<file path="config.mk">
export PLATFORM = sky130hd
export DESIGN_NAME = vfes_video_front_end_sampler
export DESIGN_NICKNAME = d
export VERILOG_FILES = /design/src/verilog/vfes_pkg.sv /design/src/verilog/vfes_video_front_end_sampler.sv
export VERILOG_INCLUDE_DIRS = /design/src /design/src/verilog
export SDC_FILE = /design/constraint.sdc
export NUM_CORES = 1
export LEC_CHECK = 0
export BUFFER_PORTS_ARGS = -buffer_cell sky130_fd_sc_hd__buf_2
export CAP_MARGIN = 20
export CORE_MARGIN = 4
export CORE_UTILIZATION = 57
export DETAILED_ROUTE_END_ITERATION = 16
export GPL_ROUTABILITY_DRIVEN = 0
export GPL_TIMING_DRIVEN = 0
export PLACE_DENSITY_LB_ADDON = 0.1
export SLEW_MARGIN = 10
export SYNTH_ARGS = -nofsm -noshare
export SYNTH_HDL_FRONTEND = slang
export SYNTH_SLANG_ARGS = --single-unit
</file>
<file path="constraint.sdc">
create_clock -name clk -period 3.8 [get_ports clk]
set_input_delay 0.76 -clock clk [delete_from_list [all_inputs] [get_ports clk]]
set_output_delay 0.76 -clock clk [all_outputs]
set_load 0.01 [all_outputs]
</file>
<file path="src/verilog/vfes_cfg.svh">
// Offsets, field positions and reset values of the video front end sampler.
`ifndef VFES_CFG_SVH
`define VFES_CFG_SVH

// ****************************************************************
// Register offsets
// ****************************************************************
`define VFES_OFF_CTRL     12'h000
`define VFES_OFF_VWIN     12'h004
`define VFES_OFF_HWIN     12'h008
`define VFES_OFF_STILLOUT 12'h00C
`define VFES_OFF_STATUS   12'h010
`define VFES_OFF_STILLIN  12'h014

// ****************************************************************
// Control fields
// ****************************************************************
`define VFES_CTRL_QPOL    0
`define VFES_CTRL_USE_EXTERNAL_FIELD_FLAG   1
`define VFES_CTRL_TOP     2
`define VFES_CTRL_HPOL    3
`define VFES_CTRL_VPOL    4
`define VFES_CTRL_INTSYNC 5
`define VFES_CTRL_MODE_LO 8
`define VFES_CTRL_MODE_HI 10
`define VFES_CTRL_HSLVL   12
`define VFES_CTRL_VSLVL   13

// ****************************************************************
// Reset values and limits
// ****************************************************************
`define VFES_RST_CTRL     32'h0000_0004
`define VFES_RST_WIN      32'h03FF_0000
`define VFES_CNT_MAX      10'h3FF
`define VFES_RESP_OKAY    2'h0
`define VFES_RESP_SLVERR  2'h2

`endif

</file>
<file path="src/verilog/vfes_pkg.sv">
// Types shared by the video front end sampler.
package vfes_pkg;
    typedef enum logic [2:0] {
        VFES_MCOMP   = 3'h0,
        VFES_MDECOMP = 3'h1,
        VFES_STREAM  = 3'h3,
        VFES_SCOMP   = 3'h2,
        VFES_SDECOMP = 3'h6
    } vfes_mode_t;
endpackage

</file>
<file path="src/verilog/vfes_video_front_end_sampler.sv">
// Video front end: qualified sampling, field identity, cropping, AXI4-Lite registers.
`timescale 1ns/1ps
`include "vfes_cfg.svh"

module vfes_video_front_end_sampler (
    input  wire logic               clk,
    input  wire logic               arst_n,
    input  wire logic               doubleRateVideoClock,
    input  wire logic               pixelRateQualifier,
    input  wire logic [7:0]         lumaIn,
    input  wire logic [7:0]         chromaIn,
    input  wire logic               hsyncIn,
    input  wire logic               vsyncIn,
    input  wire logic               fieldIndicatorIn,
    input  wire logic [23:0]        pixBusIn,
    output logic [23:0]             pixBusOut,
    output logic                    pixBusOe,
    output logic                    hsyncOut,
    output logic                    vsyncOut,
    output logic                    syncOe,
    output logic                    pixValid,
    output logic [7:0]              lumaOut,
    output logic [7:0]              chromaOut,
    output logic                    fieldTop,
    output vfes_pkg::vfes_mode_t    activeMode,
    input  wire logic [11:0]        s_axi_awaddr,
    input  wire logic               s_axi_awvalid,
    output logic                    s_axi_awready,
    input  wire logic [31:0]        s_axi_wdata,
    input  wire logic [3:0]         s_axi_wstrb,
    input  wire logic               s_axi_wvalid,
    output logic                    s_axi_wready,
    output logic [1:0]              s_axi_bresp,
    output logic                    s_axi_bvalid,
    input  wire logic               s_axi_bready,
    input  wire logic [11:0]        s_axi_araddr,
    input  wire logic               s_axi_arvalid,
    output logic                    s_axi_arready,
    output logic [31:0]             s_axi_rdata,
    output logic [1:0]              s_axi_rresp,
    output logic                    s_axi_rvalid,
    input  wire logic               s_axi_rready
);
    import vfes_pkg::*;

    function automatic logic [31:0] mergeBytes(input logic [31:0] old, input logic [31:0] wd,
                                               input logic [3:0] be);
        logic [31:0] r;
        r = old;
        for (int i = 0; i < 4; i++) begin
            if (be[i]) begin
                r[i*8 +: 8] = wd[i*8 +: 8];
            end
        end
        return r;
    endfunction

    function automatic logic activeEdge(input logic prev, input logic cur, input logic negSel);
        return negSel ? (prev & ~cur) : (~prev & cur);
    endfunction

    // ****************************************************************
    // Pin synchronisers
    // ****************************************************************
    localparam int SW = 45;
    logic [SW-1:0] syncA_q;
    logic [SW-1:0] syncB_q;
    always_ff @(posedge clk or negedge arst_n) begin
        if (!arst_n) begin
            syncA_q <= '0;
            syncB_q <= '0;
        end else begin
            syncA_q <= {pixBusIn, fieldIndicatorIn, vsyncIn, hsyncIn, pixelRateQualifier,
                        doubleRateVideoClock, chromaIn, lumaIn};
            syncB_q <= syncA_q;
        end
    end
    logic [7:0]  lumaS;
    logic [7:0]  chromaS;
    logic        v2S;
    logic        qualS;
    logic        hsS;
    logic        vsS;
    logic        fiS;
    logic [23:0] busS;
    assign {busS, fiS, vsS, hsS, qualS, v2S, chromaS, lumaS} = syncB_q;

    // ****************************************************************
    // Registers
    // ****************************************************************
    logic [31:0] ctrl_q;
    logic [31:0] vwin_q;
    logic [31:0] hwin_q;
    logic [23:0] stillOut_q;
    logic [23:0] stillIn_q;
    logic [9:0]  lineCnt_q;
    logic [9:0]  pixCnt_q;
    logic        field_q;
    vfes_mode_t  mode;
    logic        motionMode;
    assign mode = vfes_mode_t'(ctrl_q[`VFES_CTRL_MODE_HI:`VFES_CTRL_MODE_LO]);
    assign motionMode = (mode == VFES_MCOMP) || (mode == VFES_MDECOMP) || (mode == VFES_STREAM);

    // ****************************************************************
    // AXI4-Lite slave
    // ****************************************************************
    logic        awHeld_q;
    logic        wHeld_q;
    logic [11:0] awAddr_q;
    logic [31:0] wData_q;
    logic [3:0]  wStrb_q;
    logic        doWrite;
    logic        wrHit;
    assign doWrite = awHeld_q && wHeld_q && !s_axi_bvalid;
    assign wrHit = (awAddr_q == `VFES_OFF_CTRL) || (awAddr_q == `VFES_OFF_VWIN) ||
                   (awAddr_q == `VFES_OFF_HWIN) || (awAddr_q == `VFES_OFF_STILLOUT);

    always_ff @(posedge clk or negedge arst_n) begin
        if (!arst_n) begin
            s_axi_awready <= 1'b0;
            s_axi_wready  <= 1'b0;
            awHeld_q      <= 1'b0;
            wHeld_q       <= 1'b0;
            awAddr_q      <= '0;
            wData_q       <= '0;
            wStrb_q       <= '0;
            s_axi_bvalid  <= 1'b0;
            s_axi_bresp   <= `VFES_RESP_OKAY;
        end else begin
            s_axi_awready <= s_axi_awvalid && !awHeld_q && !s_axi_awready;
            s_axi_wready  <= s_axi_wvalid && !wHeld_q && !s_axi_wready;
            if (s_axi_awvalid && s_axi_awready) begin
                awHeld_q <= 1'b1;
                awAddr_q <= {s_axi_awaddr[11:2], 2'h0};
            end
            if (s_axi_wvalid && s_axi_wready) begin
                wHeld_q <= 1'b1;
                wData_q <= s_axi_wdata;
                wStrb_q <= s_axi_wstrb;
            end
            if (doWrite) begin
                awHeld_q     <= 1'b0;
                wHeld_q      <= 1'b0;
                s_axi_bvalid <= 1'b1;
                s_axi_bresp  <= wrHit ? `VFES_RESP_OKAY : `VFES_RESP_SLVERR;
            end else if (s_axi_bvalid && s_axi_bready) begin
                s_axi_bvalid <= 1'b0;
            end
        end
    end

    always_ff @(posedge clk or negedge arst_n) begin
        if (!arst_n) begin
            ctrl_q     <= `VFES_RST_CTRL;
            vwin_q     <= `VFES_RST_WIN;
            hwin_q     <= `VFES_RST_WIN;
            stillOut_q <= '0;
        end else if (doWrite) begin
            if (awAddr_q == `VFES_OFF_CTRL) begin
                ctrl_q <= mergeBytes(ctrl_q, wData_q, wStrb_q) & 32'h0000_373F;
            end else if (awAddr_q == `VFES_OFF_VWIN) begin
                vwin_q <= mergeBytes(vwin_q, wData_q, wStrb_q) & 32'h03FF_03FF;
            end else if (awAddr_q == `VFES_OFF_HWIN) begin
                hwin_q <= mergeBytes(hwin_q, wData_q, wStrb_q) & 32'h03FF_03FF;
            end else if (awAddr_q == `VFES_OFF_STILLOUT) begin
                stillOut_q <= 24'(mergeBytes({8'h00, stillOut_q}, wData_q, wStrb_q));
            end
        end
    end

    always_ff @(posedge clk or negedge arst_n) begin
        if (!arst_n) begin
            s_axi_arready <= 1'b0;
            s_axi_rvalid  <= 1'b0;
            s_axi_rdata   <= '0;
            s_axi_rresp   <= `VFES_RESP_OKAY;
        end else begin
            s_axi_arready <= s_axi_arvalid && !s_axi_arready && !s_axi_rvalid;
            if (s_axi_arvalid && s_axi_arready) begin
                s_axi_rvalid <= 1'b1;
                s_axi_rresp  <= `VFES_RESP_OKAY;
                if (s_axi_araddr[11:2] == 10'(`VFES_OFF_CTRL >> 2)) begin
                    s_axi_rdata <= ctrl_q;
                end else if (s_axi_araddr[11:2] == 10'(`VFES_OFF_VWIN >> 2)) begin
                    s_axi_rdata <= vwin_q;
                end else if (s_axi_araddr[11:2] == 10'(`VFES_OFF_HWIN >> 2)) begin
                    s_axi_rdata <= hwin_q;
                end else if (s_axi_araddr[11:2] == 10'(`VFES_OFF_STILLOUT >> 2)) begin
                    s_axi_rdata <= {8'h00, stillOut_q};
                end else if (s_axi_araddr[11:2] == 10'(`VFES_OFF_STATUS >> 2)) begin
                    s_axi_rdata <= {6'h00, lineCnt_q, 2'h0, pixCnt_q, 3'h0, field_q};
                end else if (s_axi_araddr[11:2] == 10'(`VFES_OFF_STILLIN >> 2)) begin
                    s_axi_rdata <= {8'h00, stillIn_q};
                end else begin
                    s_axi_rdata <= '0;
                    s_axi_rresp <= `VFES_RESP_SLVERR;
                end
            end else if (s_axi_rvalid && s_axi_rready) begin
                s_axi_rvalid <= 1'b0;
            end
        end
    end

    // ****************************************************************
    // Qualified sampling and counting
    // ****************************************************************
    logic v2Prev_q;
    logic hsPrev_q;
    logic vsPrev_q;
    logic smpEv;
    logic hsEdge;
    logic vsEdge;
    logic [9:0] pixNext;
    logic [9:0] lineNext;
    logic inWindow;
    // Only one of each pair of double-rate rising edges carries data: the qualifier phase picks it.
    assign smpEv = v2S && !v2Prev_q && (qualS == ctrl_q[`VFES_CTRL_QPOL]);
    assign hsEdge = activeEdge(hsPrev_q, hsS, ctrl_q[`VFES_CTRL_HPOL]);
    assign vsEdge = activeEdge(vsPrev_q, vsS, ctrl_q[`VFES_CTRL_VPOL]);

    always_comb begin
        pixNext = hsEdge ? 10'h000 : ((pixCnt_q == `VFES_CNT_MAX) ? pixCnt_q : pixCnt_q + 10'h001);
        if (vsEdge) begin
            lineNext = 10'h000;
        end else if (hsEdge && lineCnt_q != `VFES_CNT_MAX) begin
            lineNext = lineCnt_q + 10'h001;
        end else begin
            lineNext = lineCnt_q;
        end
        inWindow = (lineNext >= vwin_q[9:0]) && (lineNext <= vwin_q[25:16]) &&
                   (pixNext >= hwin_q[9:0]) && (pixNext <= hwin_q[25:16]);
    end

    always_ff @(posedge clk or negedge arst_n) begin
        if (!arst_n) begin
            v2Prev_q <= 1'b0;
        end else begin
            v2Prev_q <= v2S;
        end
    end

    always_ff @(posedge clk or negedge arst_n) begin
        if (!arst_n) begin
            hsPrev_q  <= 1'b0;
            vsPrev_q  <= 1'b0;
            pixCnt_q  <= '0;
            lineCnt_q <= '0;
            field_q   <= 1'b1;
        end else if (smpEv) begin
            hsPrev_q  <= hsS;
            vsPrev_q  <= vsS;
            pixCnt_q  <= pixNext;
            lineCnt_q <= lineNext;
            if (ctrl_q[`VFES_CTRL_USE_EXTERNAL_FIELD_FLAG]) begin
                field_q <= (fiS == ctrl_q[`VFES_CTRL_TOP]);
            end else if (vsEdge) begin
                field_q <= (hsS == ctrl_q[`VFES_CTRL_TOP]);
            end
        end
    end

    always_ff @(posedge clk or negedge arst_n) begin
        if (!arst_n) begin
            pixValid  <= 1'b0;
            lumaOut   <= '0;
            chromaOut <= '0;
            fieldTop  <= 1'b1;
            stillIn_q <= '0;
        end else begin
            pixValid <= smpEv && inWindow && motionMode;
            fieldTop <= field_q;
            if (smpEv) begin
                lumaOut   <= lumaS;
                chromaOut <= chromaS;
                if (mode == VFES_SDECOMP) begin
                    stillIn_q <= busS;
                end
            end
        end
    end

    // ****************************************************************
    // Pin drive for sync and still pixel bus
    // ****************************************************************
    // Motion compression and stream modes always take external sync, whatever the sync bit says.
    always_ff @(posedge clk or negedge arst_n) begin
        if (!arst_n) begin
            syncOe     <= 1'b0;
            hsyncOut   <= 1'b0;
            vsyncOut   <= 1'b0;
            pixBusOe   <= 1'b0;
            pixBusOut  <= '0;
            activeMode <= VFES_MCOMP;
        end else begin
            syncOe <= (ctrl_q[`VFES_CTRL_INTSYNC] && mode == VFES_MDECOMP) || !motionMode;
            hsyncOut   <= ctrl_q[`VFES_CTRL_HSLVL];
            vsyncOut   <= ctrl_q[`VFES_CTRL_VSLVL];
            pixBusOe   <= (mode == VFES_SCOMP);
            pixBusOut  <= stillOut_q;
            activeMode <= mode;
        end
    end
endmodule // vfes_video_front_end_sampler

</file>
---- Word-level counts from Yosys, hierarchy flattened ----
Index checks and enable logic that the tools add are counted.
operators by class
  $add $sub $neg .......................... 2
  order comparisons ....................... 4
  eq/ne operators ......................... 17
  multiplexer cells ....................... 29
  bitwise operators ....................... 11
  reductions and logical operators ........ 60
operators with widths
  operator                 count
  $mux W26                 5
  $eq A10 B2 Y1 const B    4
  $mux W10                 4
  $mux W24                 1
  $logic_and A1 B1 Y1      22
  $add A10 B1 Y10 const B  2
  $eq A10 B1 Y1 const B    2
  $eq A10 B3 Y1 const B    2
  $ge A10 B10 Y1           2
  $le A10 B10 Y1           2
  $reduce_and A5 Y1        4
  $reduce_and A6 Y1        3
  $reduce_and A4 Y1        4
  $mux W2                  7
  $logic_not A12 Y1        1
  $mux W1                  12
  $eq A10 B10 Y1 const B   1
  $logic_not A10 Y1        1
  $ne A10 B10 Y1 const B   1
  $reduce_bool A2 Y1       5
  $logic_not A1 Y1         9
  $not A1 Y1               7
  $eq A3 B2 Y1 const B     2
  $logic_or A1 B1 Y1       6
  7 further kinds          14
storage, ports and cells
  register bits ........................... 345
  output and inout bits ................... 90

---- Longest topological paths before layout ----
Gate-level depths: netlist of run 1.
  depth after elaboration ................. 12
  depth in mapped cells ................... 13
  mapped depth without buffers ............ 11

---- Least setup slack after synthesis of run 1 ----
No wires, ideal clock.
  kind .................................... reg-to-reg
  from .................................... register hsPrev_q
  to ...................................... register pixValid
  library setup time ...................... 0.100 ns
  arrival ................................. 2.938 ns
  data required time ...................... 3.700 ns
  setup slack ............................. 0.761 ns
  cell stages (with the launch flop) ...... 13
  buffers on the path ..................... 1
  clock period less this slack ............ 3.039 ns
  path through ............................ dfrtp_1 or3b_1 and2_1 clkbuf_1 nor4_1 xnor2_1 nor2_1 ha_1 nand4_1 o311a_1 o31ai_1 o211ai_1 nor4bb_1
on the way
  word-level cells in the longest chain between the ends .. 12
RTL lines
  element                                           RTL line                             RTL
  start, declared                                   vfes_video_front_end_sampler.sv:208  logic hsPrev_q;
  start signal, assigned                            vfes_video_front_end_sampler.sv:250  hsPrev_q <= hsS;
  $not A1 Y1                                        vfes_video_front_end_sampler.sv:59   return negSel ? (prev & ~cur) : (~prev & cur);
  $and A1 B1 Y1                                     vfes_video_front_end_sampler.sv:59
  $mux W1 (*)                                       vfes_video_front_end_sampler.sv:59
  $logic_and A1 B1 Y1 (no line) (*)                 n/a
  $mux W10 (*)                                      vfes_video_front_end_sampler.sv:225  end else if (hsEdge && lineCnt_q != `VFES_CNT_MAX) begin
  $mux W10 (*)                                      vfes_video_front_end_sampler.sv:223  if (vsEdge) begin
  via lineNext[6]                                   vfes_video_front_end_sampler.sv:214  logic [9:0] lineNext;
  $ge A10 B10 Y1 or $le A10 B10 Y1 (tied branches)  vfes_video_front_end_sampler.sv:230  inWindow = (lineNext >= vwin_q[9:0]) && (lineNext <= vwin_q[25:16]) &&
  $logic_and A1 B1 Y1 (*) (2 in a row)              vfes_video_front_end_sampler.sv:230
  $logic_and A1 B1 Y1 (*)                           vfes_video_front_end_sampler.sv:231  (pixNext >= hwin_q[9:0]) && (pixNext <= hwin_q[25:16]);
  $logic_and A1 B1 Y1 (*) (2 in a row)              vfes_video_front_end_sampler.sv:270  pixValid <= smpEv && inWindow && motionMode;
  end signal, assigned                              vfes_video_front_end_sampler.sv:270
  end, declared                                     vfes_video_front_end_sampler.sv:21   output logic pixValid,
Mark *: on every way through the listed nets, which the timed path passes. The rest lies on a longest branch.
A chain may end at the register's enable or synchronous reset.

---- Worst setup path in the final report of run 1 ----
  from .................................... register ctrl_q[3]
  to ...................................... register pixValid
on the way
  word-level cells in the longest chain between the ends .. 10
RTL lines
  element                                           RTL line                             RTL
  start, declared                                   vfes_video_front_end_sampler.sv:91   logic [31:0] ctrl_q;
  start signal, assigned                            vfes_video_front_end_sampler.sv:154  ctrl_q <= `VFES_RST_CTRL;
  start signal, assigned                            vfes_video_front_end_sampler.sv:160  ctrl_q <= mergeBytes(ctrl_q, wData_q, wStrb_q) & 32'h0000_373F;
  $mux W1 (*)                                       vfes_video_front_end_sampler.sv:59
  $logic_and A1 B1 Y1 (no line) (*)                 n/a
  $mux W10 (*)                                      vfes_video_front_end_sampler.sv:225
  $mux W10 (*)                                      vfes_video_front_end_sampler.sv:223
  via lineNext[6]                                   vfes_video_front_end_sampler.sv:214
  $ge A10 B10 Y1 or $le A10 B10 Y1 (tied branches)  vfes_video_front_end_sampler.sv:230
  $logic_and A1 B1 Y1 (*) (2 in a row)              vfes_video_front_end_sampler.sv:230
  $logic_and A1 B1 Y1 (*)                           vfes_video_front_end_sampler.sv:231
  $logic_and A1 B1 Y1 (*) (2 in a row)              vfes_video_front_end_sampler.sv:270
Marked as above.

==> metrics.md, run 1 <==
| Metric | Value |
|---|---|
| Status | `finished, final reports clean` |
| Final worst-path cycle share | `94.7%` |
| Top delay family on crit path | `simple AND/OR/NAND/NOR gates` |
| Leak | `0.00795 uW` |
| CTS tree | `done` |
| PwrDens | `~530 nW/um^2` |
| I/O pin count | `202` |
| DPL Wire Length | `approximately 26 mm` |
| Final hold violation count | `0` |
| Critical-path top delay cell | `dfrtp_1` |
| CP Max Fanout | `10` |
| Worst Max-Slew Pin Slew | `around 850 ps` |
| Fmax achieved | `between 0.2 and 0.3 GHz` |
| R2r setup slk | `around 200 ps` |
| Total Wirelength | `between 30 and 40 mm` |
| Final design utilization | `68.8%` |
| Worst path arrival time | `3970 ps` |
| DRC Markers | `0` |
| Post-synthesis sequential area ratio | `60.0%` |
| All-Layer GR Usage | `a little over a quarter` |
| Crit path largest cell delay | `roughly 410 ps` |
| Drt first pass iters | `6` |
| Pin count of the biggest net entering global routing | `about 100` |
| Max_cap viols | `0` |
| CTS Buf Count | `35` |
| Mapped cell area | `14100 sq um` |
| Die width | `~170 um` |
| Multi-input gate area in the final layout | `5250 sq um` |
| Post-Synthesis Cells | `roughly 1100` |
| Max H-tree Level | `2` |
| Crit-path cells | `or3b_1 > and2_1 > clkbuf_1 > nor4_2 > xnor2_1 > nor2_1 > ha_1 > nand4_1 > o311a_1 > o31ai_1 > o211ai_1 > nor4bb_1` |
| Clk buf depth | `3` |
| Layout fillers | `between 1500 and 2000` |
| Core area | `between 20000 and 25000 sq um` |
| Initial DRC Count | `approximately 650` |
| DRT antenna net count | `0` |
| WP buf/inv | `1` |
| Number of global-route vias before repair | `between 9000 and 10000` |
| Relative slew slack | `43.2%` |
| # port buffers | `182` |
| WP data required | `4170 ps` |
| DIE AREA | `roughly 27000 sq um` |
| Critical path type | `register to register` |
| R2R depth | `12` |
| DP Worst Slack | `around 190 ps` |
| Nets | `between 1500 and 2000` |
| Final Slew Violations | `0` |
| Root Buffer | `clkbuf_16` |
| Num Clock Sinks | `337` |
| Post-Synthesis Mean Instance Area | `roughly 12 sq um` |
| Clock transition at the registers of the reported paths | `around 60 ps` |
| Reg-to-Reg End | `pixValid` |
| Initial antenna violation count | `1` |
| Area growth, synth to finish | `18.5%` |
| Total grt overflow | `0` |
| Hold Path Class | `primary input to async pin` |
| First-pass GRT wire length | `roughly 55 mm` |
| Yosys warns | `0` |
| Via density | `about 5.7` |
| Worst-Skew Late Latency | `roughly 530 ps` |
| Post-synth EDFFs | `0` |
| Final setup TNS | `0 ps` |
| Layout cell share with drive strength beyond 1 | `about a third` |
| Via count | `around 9800` |
| Synth Flop Type | `dfrtp_1` |
| Min Clock Period, post-route | `3600 ps` |
| FF-to-FF Start | `ctrl_q[3]` |
| Asr flop ratio synth | `between 90% and 100%` |
| Commonest non-fill, non-tap cell in the layout | `dfrtp_1` |
| Final-report setup violation count | `0` |
| Initial Util | `approximately three fifths` |
| VDD IR max | `just over 0.5 mV` |
| CP Launch Point | `ctrl_q[3]` |
| Register area | `about 8500 sq um` |
| Commonest cells after routing, fill and taps aside | `dfrtp_1, buf_2, mux2_2, nand2_1, nor2_1` |
| Clk_skew | `around 26 ps` |
| Final setup slack of the worst path | `~200 ps` |
| Rows | `57` |
| Hold_buf cts | `0` |
| WL/cell | `20.3 um` |
| Startpoint Class | `register` |
| Crit path capture type | `register` |
| DIE HEIGHT | `around 170 um` |
| Synth cell types | `between 70 and 80` |
| Post-synthesis register bit count | `about 340` |
==> state kept, by name, indices dropped and copies added, names as in the netlist, 3 cells and up <==
| register | cells |
|---|---|
| stillOut_q | 24 |
| pixCnt_q | 10 |
| s_axi_rdata | 26 |
| chromaOut | 8 |
| vwin_q | 20 |
| syncA_q | 45 |
| stillIn_q | 24 |
| lineCnt_q | 10 |
| pixBusOut | 24 |
| awAddr_q | 10 |
| ctrl_q | 11 |
| activeMode | 3 |
| lumaOut | 8 |
| syncB_q | 45 |
| hwin_q | 20 |
| wData_q | 26 |
| wStrb_q | 4 |
==> power by group <==
| part | internal (uW) | switching, uW | total (uW) |
|---|---|---|---|
| logic | 542 | 619 | 1160 |
| clock network | 2030 | 1370 | 3400 |
| registers | 4020 | 350 | 4370 |
==> routing by layer <==
layer	up-vias	wire [um]	global-route usage, %	part of all wire (%)
li1	4494	-	-	-
met1	4824	14500	36.4	41
met2	409	16100	40.1	46
met3	87	3140	7.32	8.9
met4	2	1320	9.37	3.8
met5	-	8	0	0.023
==> Yosys cell counts (all sizes together), types with 4 or more instances <==
cell type,n,area [sq um]
dfstp,23,604
nor2b,7,43.8
and3,8,50.1
xnor2,14,123
nand4,12,75.1
a22o,10,87.6
a31oi,11,68.8
o211ai,4,30.0
a21oi,42,210
buf,21,136
dfrtp,314,7860
o21ai,48,263
a21o,4,30.0
or4,4,33.8
nor4,11,90.1
nand3,27,140
nand2b,9,56.3
nor3,13,92.6
o311a,7,70.1
a22oi,6,50.1
nor2,76,340
ha,42,526
mux2i,21,210
a211oi,5,37.5
o31ai,10,75.1
inv,45,169
clkbuf,37,139
nand3b,6,45.0
a32oi,4,35.0
nand2,120,453
mux2,140,1580
and4,4,35.0
==> repair_timing <==
item | 4_1_cts | 5_1_grt
gates resized for setup | 0 | 3
hold endpoints to repair | 0 | 0
setup buffers | 0 | 0
setup endpoints to repair | 0 | 1
==> worst max path at each step <==
| stage | slack, ps | cells after the start | endpoint |
|---|---|---|---|
| after floorplan | 760 | 12 | pixValid |
| after global placement | -4280 | 1 | syncA_q[1] |
| after detailed placement | 190 | 12 | pixValid |
| after CTS | 130 | 12 | pixValid |
| after global routing | -5 | 12 | pixValid |
| final | 200 | 12 | pixValid |
==> cell families (layout without fill, tap and decap cells) <==
group	count (synthesis)	after routing	synth area share [%]
DFF	337	337	60.0
and+or+nand+nor	310	310	11.0
AOI/OAI and AO/OA	178	178	8.39
muxes	161	161	12.7
buffers and inverters	103	351	3.15
adders and majority gates	42	42	3.72
xor gates and xnor gates	17	17	1.06
other	1	9	0.0266
==> final cells by class <==
class / count / area share [%]
flip-flops and latches: 337 / 50.6
multi-input cells: 716 / 31.4
repair buffers: 185 / 6.00
clock buffers: 54 / 5.96
well taps: 324 / 2.42
plain buffers: 58 / 1.65
inverters: 45 / 1.01
clock inverters: 9 / 0.958
diodes: 1 / 0.0150
==> through the flow <==
stage	cells	total power [uW]	instance area [sq um]	hold WS, ps
floorplan	1156	5050	14100	331
global placement	1662	5520	15500	332
detailed placement	1665	5590	15500	335
CTS	1728	9010	16700	224
global route	1728	9350	16700	246
finish	1729	8940	16700	192
Power figures use the tool's default switching activity.
==> run 2, diff against run 1 <==
--- a/config.mk
+++ b/config.mk
@@ -13,7 +13,7 @@
 export DETAILED_ROUTE_END_ITERATION = 16
 export GPL_ROUTABILITY_DRIVEN = 0
 export GPL_TIMING_DRIVEN = 0
-export PLACE_DENSITY_LB_ADDON = 0.1
+export PLACE_DENSITY = 0.82
 export SLEW_MARGIN = 10
 export SYNTH_ARGS = -nofsm -noshare
 export SYNTH_HDL_FRONTEND = slang
==> metrics.md, run 2 (synthesis gave the netlist of run 1 again) <==
| Metric | Value |
|---|---|
| Status | `finished, final reports clean` |
| Worst path arrival time | `around 4000 ps` |
| All-Layer GR Usage | `between 20% and 30%` |
| Final Slew Violations | `0` |
| Core area | `24300 sq um` |
| First-pass GRT wire length | `between 50 and 60 mm` |
| Fmax achieved | `about 0.28 GHz` |
| Clock transition at the registers of the reported paths | `70 ps` |
| Final hold violation count | `0` |
| Layout cell share with drive strength beyond 1 | `approximately a third` |
| DIE AREA | `~27000 sq um` |
| Commonest cells after routing, fill and taps aside | `dfrtp_1, buf_2, mux2_2, nand2_1, nor2_1` |
| Initial DRC Count | `1127` |
| Multi-input gate area in the final layout | `~5300 sq um` |
| Num Clock Sinks | `around 340` |
| Min Clock Period, post-route | `roughly 3600 ps` |
| Crit path capture type | `register` |
| CTS tree | `done` |
| Commonest non-fill, non-tap cell in the layout | `dfrtp_1` |
| DPL Wire Length | `between 20 and 30 mm` |
| DRT antenna net count | `0` |
| WL/cell | `between 20 and 25 um` |
| Initial antenna violation count | `1` |
| Total grt overflow | `0` |
| Worst hold slack | `254 ps` |
| Number of global-route vias before repair | `10400` |
| Area growth, synth to finish | `18.6%` |
| DIE HEIGHT | `roughly 170 um` |
| Root Buffer | `clkbuf_16` |
| Rows | `57` |
| Leak | `0.00796 uW` |
| Worst-Skew Late Latency | `between 500 and 600 ps` |
| Fin cells | `roughly 1700` |
| Top Registers | `syncA_q: 45 flops, syncB_q: 45 flops` |
| Relative slew slack | `about two fifths` |
| WP data required | `roughly 4200 ps` |
| Initial Util | `58.0%` |
| Post-CTS Setup Bufs | `0` |
| Die width | `approximately 170 um` |
| Critical path type | `register to register` |
| Layout fillers | `between 1500 and 2000` |
| Drt first pass iters | `7` |
| CTS Buf Count | `35` |
| CP Max Fanout | `10` |
| Via count | `~10000` |
| Worst Max-Slew Pin Slew | `between 800 and 900 ps` |
| Pin count of the biggest net entering global routing | `119` |
| Register area | `around 8500 sq um` |
| PwrDens | `543 nW/um^2` |
| Startpoint Class | `register` |
| Nets | `1531` |
| Max H-tree Level | `2` |
| Clk buf depth | `3` |
| # port buffers | `approximately 180` |
| Final worst-path cycle share | `94.4%` |
| I/O pin count | `roughly 200` |
| Power consumption | `between 9000 and 10000 uW` |
| Via density | `5.90` |
| Clk_skew | `between 15 and 20 ps` |
| Hold Path Class | `primary input to async pin` |
| Max_cap viols | `0` |
| Final design utilization | `between 60 and 70%` |
| DRC Markers | `0` |
| RSZ-0062 raised after global routing | `false` |
| Antenna Cells | `0` |
| Hold_buf cts | `0` |
| VDD IR max | `around 0.4 mV` |
| Total Wirelength | `between 30 and 40 mm` |
| Final-report setup violation count | `0` |
| Placed cells | `around 1700` |
## run 2: changes by cell type in the layout (fill, tap and decap cells not counted), sizes merged
cell      previous run  this run
clkinv               5         7
diode                1         0
clkbuf              91        81
bufinv               3         4
buf                206       205
clkinvlp             0         4
inv                 46        47
## run 2: cell type report
class                           instances  area share (%)
Multi-Input combinational cell        716            31.4
Inverter                               45            1.01
Clock inverter                         17            1.30
Tap cell                              324            2.42
Buffer                                 58            1.65
Sequential cell                       337            50.6
Clock buffer                           44            5.79
Timing Repair Buffer                  184            5.83
## run 2: final timing paths
| kind | start | to | slack, ps | depth (start not counted) |
|---|---|---|---|---|
| worst min-delay path | arst_n | awAddr_q[10] | 250 | 1 |
| worst max-delay path | ctrl_q[3] | pixValid | 210 | 12 |
| max in group asynchronous | arst_n | chromaOut[3] | 2000 | 3 |
| worst max register to register | ctrl_q[3] | pixValid | 210 | 12 |
| worst min register to register | syncA_q[44] | syncB_q[44] | 350 | 0 |
| min in group clk | pixBusIn[12] | syncA_q[33] | 340 | 1 |
## run 2: worst max-delay path, stage by stage, from the launching register on
cell and delay (ps):
dfrtp_1 410, or3b_1 370, and2_1 240, clkbuf_2 240, nor4_2 350, xnor2_1 160
nor2_1 80, ha_1 350, nand4_1 210, o311a_1 400, o31ai_1 70, o211ai_1 150
nor4bb_2 420
## run 2: repair_timing
action | CTS | global route
endpoints found under the setup margin | 0 | 1
endpoints found under the hold margin | 0 | 0
gates resized for setup | 0 | 6
## run 2: report_power, final
group | internal (uW) | total [uW] | switching, uW
clock network | 2100 | 3520 | 1420
logic | 546 | 1200 | 651
registers | 4020 | 4360 | 342
total | 6660 | 9080 | 2420
## run 2: routing by layer
layer | global-route usage [%] | share of wire (%) | vias up
met1 | 36.2 | 38 | 4982
li1 | - | - | 4490
met5 | 0 | 0.030 | -
met4 | 11.2 | 4.4 | 2
met3 | 5.98 | 10 | 126
met2 | 43.5 | 47 | 579
## run 2: through the flow
| step | setup WS, ps | area (sq um) | TNS [ps] |
|---|---|---|---|
| after floorplan | 761 | 14100 | 0 |
| after global placement | -4090 | 15500 | -1319580 |
| after detailed placement | 115 | 15500 | 0 |
| after CTS | 78.8 | 16700 | 0 |
| after global routing | 99.4 | 16700 | 0 |
| final | 212 | 16700 | 0 |
==> run 3, diff against run 2 <==
--- a/config.mk
+++ b/config.mk
@@ -6,14 +6,14 @@
 export SDC_FILE = /design/constraint.sdc
 export NUM_CORES = 1
 export LEC_CHECK = 0
-export BUFFER_PORTS_ARGS = -buffer_cell sky130_fd_sc_hd__buf_2
 export CAP_MARGIN = 20
 export CORE_MARGIN = 4
-export CORE_UTILIZATION = 57
+export CORE_UTILIZATION = 60
 export DETAILED_ROUTE_END_ITERATION = 16
+export DONT_BUFFER_PORTS = 1
 export GPL_ROUTABILITY_DRIVEN = 0
 export GPL_TIMING_DRIVEN = 0
-export PLACE_DENSITY = 0.82
+export PLACE_DENSITY = 0.79
 export SLEW_MARGIN = 10
 export SYNTH_ARGS = -nofsm -noshare
 export SYNTH_HDL_FRONTEND = slang
==> constraint.sdc (replaced) <==
create_clock -name clk -period 4.1 [get_ports clk]
set_input_delay 0.82 -clock clk [delete_from_list [all_inputs] [get_ports clk]]
set_output_delay 0.82 -clock clk [all_outputs]
set_load 0.01 [all_outputs]
==> metrics.md, run 3 (synthesis gave the netlist of run 1 again) <==
| Metric | Value |
|---|---|
| CTS tree | `done` |
| Final setup TNS | `0 ps` |
| FF-to-FF Start | `ctrl_q[3]` |
| All-Layer GR Usage | `27.6%` |
| Layout fillers | `~1600` |
| Reg-to-Reg End | `pixValid` |
| Design Area, Final | `15700 sq um` |
| Logic pwr share | `a little over a tenth` |
| Relative slew slack | `between 40% and 50%` |
| Clock transition at the registers of the reported paths | `60 ps` |
| Hold Path Class | `primary input to async pin` |
| WP buf/inv | `1` |
| CTS Buf Count | `34` |
| Initial Util | `roughly three fifths` |
| Max H-tree Level | `2` |
| Via count | `about 9500` |
| Initial antenna violation count | `2` |
| Final-report setup violation count | `0` |
| WL/cell | `between 20 and 25 um` |
| Critical path type | `register to register` |
| Sequential share of power | `roughly 51%` |
| PwrDens | `513 nW/um^2` |
| Post-CTS Setup Bufs | `0` |
| Rows | `55` |
| Crit path capture type | `register` |
| DPL Wire Length | `between 20 and 25 mm` |
| Final setup slack of the worst path | `about 270 ps` |
| Worst-Skew Late Latency | `about 530 ps` |
| Int Pwr | `just under 6000 uW` |
| Crit path largest cell delay | `between 500 and 600 ps` |
| Final hold violation count | `0` |
| Final worst-path cycle share | `approximately 93%` |
| Most Crowded Layer GR | `met2` |
| Clk network pwr share | `a little under two fifths` |
| Num Clock Sinks | `around 340` |
| Leak | `approximately 0.007 uW` |
| VDD IR max | `0.427 mV` |
| PostCTS Resize Cnt | `0` |
| Drt first pass iters | `6` |
| Crit path depth | `12` |
| Area after DPL | `around 15000 sq um` |
| Clk buf depth | `3` |
| DIE HEIGHT | `between 150 and 200 um` |
| Critical-path top delay cell | `nor4bb_1` |
| WP data required | `4450 ps` |
| DRC Markers | `0` |
| Worst Max-Slew Pin Slew | `around 900 ps` |
| Startpoint Class | `register` |
| Via density | `about 6.2` |
| Min Clock Period, post-route | `between 3000 and 4000 ps` |
| Psw | `around 2100 uW` |
| Met3 usage | `under 10%` |
| DIE AREA | `approximately 26000 sq um` |
| DRT antenna net count | `0` |
| First-pass GRT wire length | `55.5 mm` |
| Nets | `~1300` |
| I/O pin count | `approximately 200` |
| Fmax achieved | `about 0.26 GHz` |
| Pin count of the biggest net entering global routing | `about 300` |
| Commonest cells after routing, fill and taps aside | `dfrtp_1, mux2_2, nand2_1, nor2_1, clkbuf_1` |
| Status | `finished, final reports clean` |
| Final Slew Violations | `0` |
| Layout cell share with drive strength beyond 1 | `a little over a fifth` |
| Crit-path cells | `or3b_1 > and2_1 > clkbuf_1 > nor4_1 > xnor2_1 > nor2_1 > ha_1 > nand4_1 > o311a_1 > o31ai_1 > o211ai_1 > nor4bb_1` |
| Root Buffer | `clkbuf_16` |
| RSZ-0062 raised after global routing | `false` |
| Number of global-route vias before repair | `~9500` |
| CP Max Fanout | `10` |
| Core area | `~23000 sq um` |
| Commonest non-fill, non-tap cell in the layout | `dfrtp_1` |
| Total grt overflow | `0` |
| Worst path arrival time | `4170 ps` |
| Top delay family on crit path | `simple AND/OR/NAND/NOR gates` |
| # port buffers | `0` |
| Clk_skew | `16.0 ps` |
| Antenna Cells | `0` |
| Die width | `~160 um` |
| Sw Ratio | `26.1%` |
| Met2 Use GR | `a little over two fifths` |
| Area growth, synth to finish | `11.2%` |
| Initial DRC Count | `about 1100` |
| Top Registers | `syncA_q: 45 flops, syncB_q: 45 flops` |
| Grt met1 use | `37.7%` |
| Hold_buf cts | `3` |
| Max_cap viols | `0` |
| DP Worst Slack | `410 ps` |
| R2r setup slk | `between 200 and 300 ps` |
| Total Wirelength | `35.9 mm` |
| R2R depth | `12` |
==> run 3: changes by cell type in the layout (fill, tap and decap cells not counted), sizes merged <==
cell | previous run | this run
bufinv | 4 | 1
clkinvlp | 4 | 0
buf | 205 | 22
clkbuf | 81 | 92
clkinv | 7 | 3
dlygate4sd3 | 0 | 2
==> run 3: worst max-delay path by stage <==
| stage | end | from | slack (ps) |
|---|---|---|---|
| 2_1_floorplan | pixValid | hsPrev_q | 1060 |
| 3_3_place_gp | pixValid | ctrl_q[3] | 470 |
| 3_5_place_dp | pixValid | hsPrev_q | 410 |
| 4_1_cts | pixValid | ctrl_q[3] | 370 |
| 5_1_grt | pixValid | ctrl_q[3] | 110 |
| 6_report | pixValid | ctrl_q[3] | 270 |
==> run 3: final cells by class <==
cell class / count / area [sq um] / share of cell area [%]
clock inverter: 6 / 77.6 / 0.494
tap: 313 / 392 / 2.50
timing repair buffer: 3 / 40.0 / 0.255
buffer: 58 / 275 / 1.75
multi-input combinational: 716 / 5230 / 33.4
sequential: 337 / 8460 / 53.9
clock buffer: 55 / 1040 / 6.64
inverter: 45 / 169 / 1.08
==> run 3: layer usage <==
metal,part of all wire (%),routed length (um),vias to the layer above
li1,-,-,4111
met1,40,14200,4811
met2,47,16700,512
met3,9.9,3570,108
met4,3.8,1370,4
met5,0.058,21,-
==> run 3: stage by stage <==
| stage | hold WS, ps | util, % | power [uW] | std cells |
|---|---|---|---|---|
| 6_report | 14.0 | 68.5 | 8050 | 1533 |
| 4_1_cts | 0.842 | 68.5 | 8090 | 1533 |
| 2_1_floorplan | 331 | - | 4680 | 1156 |
| 3_3_place_gp | 331 | 63.4 | 4920 | 1469 |
| 5_1_grt | 11.8 | 68.5 | 8380 | 1533 |
| 3_5_place_dp | 335 | 63.4 | 4980 | 1469 |
==> run 3: power by group through the flow <==
stage                     registers, uW  clock network, uW  logic [uW]
after floorplan                    4020                  0         661
after global placement             4140                  0         787
after detailed placement           4160                  0         819
after CTS                          4110               3140         844
after global routing               4160               3280         942
final                              4110               3080         855
